===== src/design/timebase_pkg.sv =====
// package: constants and types for the slow-clock timebase
package timebase_pkg;

  // ----------------------------------------
  // clock rates and timing
  // ----------------------------------------
  localparam int unsigned SYS_CLK_HZ = 10_000_000;
  localparam int unsigned SLOW_CLK_HZ = 32_768;
  localparam int unsigned RTC_WIDTH = 48;
  localparam int unsigned PERIODIC_DIV = 16;
  localparam int unsigned PERIODIC_US = 488;
  localparam int unsigned WDOG_TIMEOUT_S = 2;
  localparam int unsigned WDOG_TICKS = WDOG_TIMEOUT_S * SLOW_CLK_HZ;
  localparam int unsigned WDOG_WIDTH = 17;

  // ----------------------------------------
  // processor clock selection
  // ----------------------------------------
  typedef enum logic [1:0] {
    CPU_CLK_MAIN = 2'h0,
    CPU_CLK_MAIN_DIV = 2'h1,
    CPU_CLK_DOUBLED = 2'h2,
    CPU_CLK_SLOW = 2'h3
  } cpu_clk_sel_t;

  localparam logic [3:0] DIV_MAX = 4'hf;

  typedef struct packed {
    cpu_clk_sel_t sel;
    logic [3:0] div;
  } clk_ctrl_t;

  typedef struct packed {
    logic periodic_irq;
    logic wdog_reset;
  } timebase_evt_t;

endpackage : timebase_pkg


===== src/design/slow_clock_timebase.sv =====
// slow-clock timebase: real-time counter, periodic interrupt, watchdog, cpu clock control
`timescale 1ns/100ps
module slow_clock_timebase
  import timebase_pkg::*;
#(
  parameter int unsigned WDOG_LIMIT = WDOG_TICKS
)(
  input wire logic clk_sys_in,
  input wire logic rst_in,
  input wire logic slow_tick_in,
  input wire clk_ctrl_t clk_ctrl_in,
  input wire logic wdog_hit_in,
  output logic [RTC_WIDTH-1:0] rtc_count_out,
  output timebase_evt_t evt_out,
  output logic [3:0] cpu_div_out,
  output logic cpu_doubler_out,
  output logic cpu_on_slow_out,
  output logic cpu_clk_en_out
);

  // ----------------------------------------
  // slow tick edge
  // ----------------------------------------
  // slow_tick_in is taken as a synchronous level from the 32.768 kHz source
  logic tick_prev_q;
  wire slow_edge = slow_tick_in & ~tick_prev_q;

  always_ff @(posedge clk_sys_in)
  begin
    if (rst_in)
      tick_prev_q <= 1'b0;
    else
      tick_prev_q <= slow_tick_in;
  end

  // ----------------------------------------
  // real-time counter
  // ----------------------------------------
  logic [RTC_WIDTH-1:0] rtc_q;
  wire [RTC_WIDTH-1:0] rtc_d = rtc_q + {{(RTC_WIDTH-1){1'b0}}, 1'b1};

  always_ff @(posedge clk_sys_in)
  begin
    if (rst_in)
      rtc_q <= '0;
    else if (slow_edge)
      rtc_q <= rtc_d;
  end
  assign rtc_count_out = rtc_q;

  // ----------------------------------------
  // periodic interrupt
  // ----------------------------------------
  logic [3:0] per_cnt_q;
  logic per_irq_q;
  wire on_slow = (clk_ctrl_in.sel == CPU_CLK_SLOW);
  wire per_wrap = slow_edge && (per_cnt_q == 4'(PERIODIC_DIV - 1));

  always_ff @(posedge clk_sys_in)
  begin
    if (rst_in)
    begin
      per_cnt_q <= 4'h0;
      per_irq_q <= 1'b0;
    end
    else
    begin
      if (slow_edge)
        per_cnt_q <= per_cnt_q + 4'h1;
      per_irq_q <= per_wrap && !on_slow;
    end
  end

  // ----------------------------------------
  // watchdog
  // ----------------------------------------
  // a hit in the same cycle as a tick wins, so service is never lost
  logic [WDOG_WIDTH-1:0] wdog_q;
  logic wdog_rst_q;
  wire wdog_expire = slow_edge && (wdog_q == WDOG_WIDTH'(WDOG_LIMIT - 1));

  always_ff @(posedge clk_sys_in)
  begin
    if (rst_in)
    begin
      wdog_q <= '0;
      wdog_rst_q <= 1'b0;
    end
    else
    begin
      if (wdog_hit_in || wdog_expire)
        wdog_q <= '0;
      else if (slow_edge)
        wdog_q <= wdog_q + WDOG_WIDTH'(1);
      wdog_rst_q <= wdog_expire && !wdog_hit_in;
    end
  end

  assign evt_out = '{periodic_irq: per_irq_q, wdog_reset: wdog_rst_q};

  // ----------------------------------------
  // cpu clock control
  // ----------------------------------------
  logic [3:0] div_q;
  logic [3:0] div_cnt_q;
  logic dbl_q;
  logic slow_q;
  logic en_q;
  wire [3:0] div_sel = (clk_ctrl_in.sel == CPU_CLK_MAIN_DIV) ? clk_ctrl_in.div : 4'h0;
  wire div_done = (div_cnt_q >= div_q);

  always_ff @(posedge clk_sys_in)
  begin
    if (rst_in)
    begin
      div_q <= 4'h0;
      div_cnt_q <= 4'h0;
      dbl_q <= 1'b0;
      slow_q <= 1'b0;
      en_q <= 1'b0;
    end
    else
    begin
      div_q <= div_sel;
      dbl_q <= (clk_ctrl_in.sel == CPU_CLK_DOUBLED);
      slow_q <= on_slow;
      if (on_slow)
      begin
        en_q <= slow_edge;
        div_cnt_q <= 4'h0;
      end
      else if (div_done)
      begin
        en_q <= 1'b1;
        div_cnt_q <= 4'h0;
      end
      else
      begin
        en_q <= 1'b0;
        div_cnt_q <= div_cnt_q + 4'h1;
      end
    end
  end

  assign cpu_div_out = div_q;
  assign cpu_doubler_out = dbl_q;
  assign cpu_on_slow_out = slow_q;
  assign cpu_clk_en_out = en_q;
endmodule : slow_clock_timebase


===== config.mk =====
export PLATFORM = sky130hd
export DESIGN_NAME = slow_clock_timebase
export DESIGN_NICKNAME = d
export VERILOG_FILES = /design/src/design/timebase_pkg.sv /design/src/design/slow_clock_timebase.sv
export SDC_FILE = /design/constraint.sdc
export NUM_CORES = 1
export LEC_CHECK = 0
export BUFFER_PORTS_ARGS = -buffer_cell sky130_fd_sc_hd__buf_2
export CORE_MARGIN = 5
export CORE_UTILIZATION = 50
export DETAILED_ROUTE_END_ITERATION = 8
export PLACE_DENSITY = 0.73
export SETUP_SLACK_MARGIN = 0.05
export SYNTH_ARGS = -nofsm -noshare
export SYNTH_HDL_FRONTEND = slang
export SYNTH_SLANG_ARGS = --single-unit

===== constraint.sdc =====
create_clock -name clk_sys_in -period 2.27 [get_ports clk_sys_in]
set_input_delay 0.1135 -clock clk_sys_in [delete_from_list [all_inputs] [get_ports clk_sys_in]]
set_output_delay 0.1135 -clock clk_sys_in [all_outputs]
set_load 0.01 [all_outputs]

==> impl.org <==
** Drt
- In the routed design, unresolved DRC markers number 0.
- Number of iterations in the first detailed-routing pass :: 4
- DRC marker count from the first detailed-route iteration :: 84
- Vias after detailed routing :: 3121
- Post-route antenna net violation count :: 0
- Total wire length after detailed routing :: 7.63 mm
- Routed len/inst :: 12.8 microns
- After detailed routing, the number of vias per cell comes to 5.22.

** Worst setup path
- On the worst path, the slowest cell contributes a delay of 0.42 ns.
- The worst setup path is launched from a flop.
- For the worst flop-to-flop path, the logic depth is 5.
- STA puts the critical path data required time at 2.49 ns.
- Class of the most critical setup path :: flop to flop
- Broken down by cell family, the worst path's largest delay share belongs to simple AND/OR/NAND/NOR gates.
- The worst setup path is captured at a flop.
- Worst r2r dst :: rtc_count_out[47]
- Worst setup slack for register-to-register paths :: 0.24 ns
- In this run the worst path has a maximum fanout of 15.
- Critical Path AT :: 2.25 ns
- Worst path cell trace :: nand4_2 -> nor4_4 -> nand3_2 -> nor4_1 -> mux2_1
- Crit Reg-Reg Startpoint :: rtc_count_out[22]
- The critical path contains buffers and inverters numbering 0 combined.
- On the critical path, the stage with the largest delay is an instance of sky130_fd_sc_hd__dfxtp_1.

** Die
- 67 I/O pins were placed.
- From bottom edge to top edge, the die measures 95.5 microns.
- Die area :: 0.00911 sq mm
- The floorplan has 31 rows.
- The core region is 0.00718 sq mm.
- From left edge to right edge, the die measures 95.5 microns.
- The initial utilization of the core area, before any placement, comes to 50.9%.

** Global route
- For this run the aggregate overflow at the end of global routing stands at 0.
- Entering global routing, the biggest net connects 38 pins.
- For met1 alone, demand over resource in global routing was 21.0%.
- In the global route stage, met2 resource usage came out at 31.0%.
- Global routing usage summed across all routing layers :: 17.3%
- Initial antenna violation count :: 0
- Vias in the first global route :: 3050
- The first global-routing pass estimated 12.8 mm of wire.
- GRT busiest layer :: met2
- Global routing consumed, on the met3 layer, 3.00% of the routing resources.

** Clock network
- TritonCTS clock tree :: done
- Clock root cell :: sky130_fd_sc_hd__clkbuf_8
- The number of setup buffers added after CTS is 0.
- CTS HTree Levels :: 3
- The clock passes through at most 2 buffers.
- Clock-pin slew was measured on the worst setup and hold paths at 0.08 ns.
- Inserted Clock Buffers :: 9
- CTS saw 83 sinks.
- The clock reaches the later pin of the worst-skew pair after 0.34 ns.

** Timing
- Between clock sinks in the finished design, the worst skew comes to 0.00747 ns.
- Derived from the worst setup path, the maximum achievable clock frequency is 494 MHz.
- In the final timing run, aggregate negative setup slack is 0 ns.
- Max-slew violation count :: 0
- Setup repair after global routing left no endpoint under its margin.
- Relative max-transition margin :: 63.7%
- Shortest clock period the worst path allows after layout :: 2.03 ns
- Final period util :: 89.3%
- The hold violation count in the final report came to 0.
- Final setup violating endpoints :: 0
- Setup WS post-layout :: 0.244 ns
- Slew at the pin with the worst max-slew slack :: 0.541 ns

** Placed design
- Port buffering added 66 buffers.
- Routability-driven placement finished with a final weighted congestion of 0.741.
- Summed over all nets, the half-perimeter wirelength after detailed placement is 5.47 mm.
- In this run the cell area measured after placement is 0.00411 sq mm.
- Worst-case setup slack after placement :: 0.226 ns

** Synth
- Flip-flop and latch count after synthesis :: 83
- The most used flip-flop cell after synthesis is sky130_fd_sc_hd__dfxtp_1.
- Counting flops with a built-in enable in the synthesized netlist gives 0.
- In this run, distinct cell masters in the synthesized netlist total 40.
- Yosys warning total :: 0
- Library cell with the largest summed area after synthesis :: sky130_fd_sc_hd__dfxtp_1
- Total standard cell area after synthesis :: 0.00365 sq mm
- When the netlist entered floorplanning its net count stood at 435.
- Proportion of synthesized chip area in sequential cells :: 45.5%
- Proportion of synthesized flip-flops having asynchronous set or reset :: 0%
- In the synthesized netlist, the number of instances is 416.
- Portion of synthesized cell area occupied by the leading cell type :: 45.5%
- Synthesized area per cell :: 8.78 sq um
- By area the synthesized netlist is led by sky130_fd_sc_hd__dfxtp_1, sky130_fd_sc_hd__xor2_1, sky130_fd_sc_hd__nor2_1.

** Power
- Of the total power, registers draw 54.8%.
- The clock network is responsible for 41.5% of the overall power.
- Net Sw Frac :: 21.2%
- Leakage power :: 1.75 nW
- Of the total power, combinational logic draws 3.7%.
- Reported net switching power :: 0.574 mW
- Internal power comes to 2.13 mW.
- Power spread over the standard cell area amounts to 617 mW/mm^2.
- The worst-case IR drop observed on VDD is 0.306 mV.

** Worst hold path
- The worst hold path passes through 2 cells.
- In this run the most critical hold path is launched from slow_tick_in.
- Path category of the worst min-delay check :: primary input to flop
- Endpoint with the worst hold slack :: tick_prev_q

** Final layout
- The filler cells instantiated in the layout total 650.
- Post-Layout Inst Area :: 0.00438 sq mm
- ANT cells :: 0
- In the final layout, the share of cells above drive strength 1 is 19.6%.
- Nets@finish :: 513
- From synthesis to final layout, the design area changed by 20.0%.

** Run status
- Result of the run :: complete, no violations

** Flow run
- Max Cap Violations :: 0
[synth_stat cells (3+ instances only)]
cell type                  instances
sky130_fd_sc_hd__and3_1            4
sky130_fd_sc_hd__xnor2_1          15
sky130_fd_sc_hd__nand2_1          34
sky130_fd_sc_hd__nor2_1           64
sky130_fd_sc_hd__nand3_1          26
sky130_fd_sc_hd__nor3_1            5
sky130_fd_sc_hd__dfxtp_1          83
sky130_fd_sc_hd__a21oi_1          22
sky130_fd_sc_hd__o31ai_1          10
sky130_fd_sc_hd__nor2b_1           4
sky130_fd_sc_hd__nor4_1            3
sky130_fd_sc_hd__a21o_1            3
sky130_fd_sc_hd__and4_1            5
sky130_fd_sc_hd__o21ai_1           7
sky130_fd_sc_hd__clkbuf_1         10
sky130_fd_sc_hd__and2_1            5
sky130_fd_sc_hd__or3_1             8
sky130_fd_sc_hd__xor2_1           33
sky130_fd_sc_hd__or4_1            10
sky130_fd_sc_hd__ha_1              9
sky130_fd_sc_hd__nand4_1          17
sky130_fd_sc_hd__inv_1            13
[cells in the final DEF (no fill, tap or decap), drive strengths merged]
cell | synthesis | final
dfxtp | 83 | 83
buf | 6 | 77
nor2 | 64 | 64
nand2 | 34 | 34
xor2 | 33 | 33
nand3 | 27 | 27
a21oi | 22 | 22
nand4 | 19 | 19
xnor2 | 15 | 15
inv | 13 | 13
clkbuf | 10 | 11
o31ai | 10 | 10
or4 | 10 | 10
ha | 9 | 9
o21ai | 9 | 9
or3 | 8 | 8
dlygate4sd3 | 0 | 6
nor3 | 6 | 6
and4 | 5 | 5
and2 | 5 | 5
nor4 | 5 | 5
and3 | 4 | 4
nor2b | 4 | 4
a21o | 3 | 3
clkinv | 1 | 3
nand2b | 2 | 2
nor3b | 2 | 2
nand4b | 2 | 2
bufinv | 0 | 2
a211o | 1 | 1
or2 | 1 | 1
mux2 | 1 | 1
a211oi | 1 | 1
and3b | 1 | 1
clkinvlp | 0 | 1
[registers in the layout, indices dropped and copies added, names as in the netlist, 4 cells and up]
| signal | flops |
|---|---|
| cpu_div_out | 4 |
| div_cnt_q | 4 |
| per_cnt_q | 4 |
| rtc_count_out | 48 |
| wdog_q | 17 |
[power groups by stage]
stage                     sequential, mW  clock (mW)  combinational (mW)
after floorplan                     1.52           0              0.0551
after global placement              1.51           0              0.0906
after detailed placement            1.52           0              0.0930
after CTS                           1.48        1.15               0.101
after global routing                1.48        1.22               0.112
final                               1.48        1.12               0.100
[final cells by class]
type / instances / area, sq um / area share, %
Multi-Input combinational cell: 303 / 1860 / 42.5
Sequential cell: 83 / 1660 / 37.9
Timing Repair Buffer: 83 / 473 / 10.8
Clock buffer: 11 / 131 / 3.00
Tap cell: 99 / 124 / 2.83
Clock inverter: 5 / 77.6 / 1.77
Inverter: 14 / 52.6 / 1.20
[cells by family after synthesis]
group | Yosys count | synth area share, %
compound gates | 46 | 7.37
xor+xnor | 48 | 11.5
fa+ha+maj | 9 | 3.08
buf+inv | 30 | 3.56
flops | 83 | 45.5
mux | 1 | 0.308
simple gates | 199 | 28.6
[metal layers]
layer  up-vias  share of wire [%]
met5         -                  0
met4         0                1.1
met3         7                4.2
met2        55                 48
met1      1464                 46
li1       1595                  -
[worst register-to-register path: stages (launching register included)]
cell	delay [ns]
sky130_fd_sc_hd__dfxtp_1	0.42
sky130_fd_sc_hd__nand4_2	0.17
sky130_fd_sc_hd__nor4_4	0.31
sky130_fd_sc_hd__nand3_2	0.28
sky130_fd_sc_hd__nor4_1	0.38
sky130_fd_sc_hd__mux2_1	0.35
[how the worst max path moves through the flow]
stage                 startpoint           endpoint  slack, ns  cells past startpoint
2_1_floorplan  rtc_count_out[20]  rtc_count_out[47]       0.22                      6
3_3_place_gp    rtc_count_out[1]  rtc_count_out[38]       0.30                      6
3_5_place_dp    rtc_count_out[0]  rtc_count_out[36]       0.23                      6
4_1_cts         rtc_count_out[0]  rtc_count_out[36]       0.20                      6
5_1_grt         rtc_count_out[0]  rtc_count_out[36]       0.09                      6
6_report       rtc_count_out[22]  rtc_count_out[47]       0.24                      5
[through the flow]
stage,hold WS (ns),utilization (%),power (mW),cells
after floorplan,0.190,-,1.57,416
after global placement,0.299,57.3,1.61,576
after detailed placement,0.298,57.3,1.61,576
after CTS,0.0314,61.0,2.73,598
after global routing,0.0571,61.1,2.81,598
final,0.0469,61.1,2.70,598
[timing repair]
item,4_1_cts,5_1_grt
endpoints found under the setup margin,0,2
hold endpoints to repair,6,0
hold buffers,6,0
resized for setup,0,1
(Power assumes the default switching activity.)
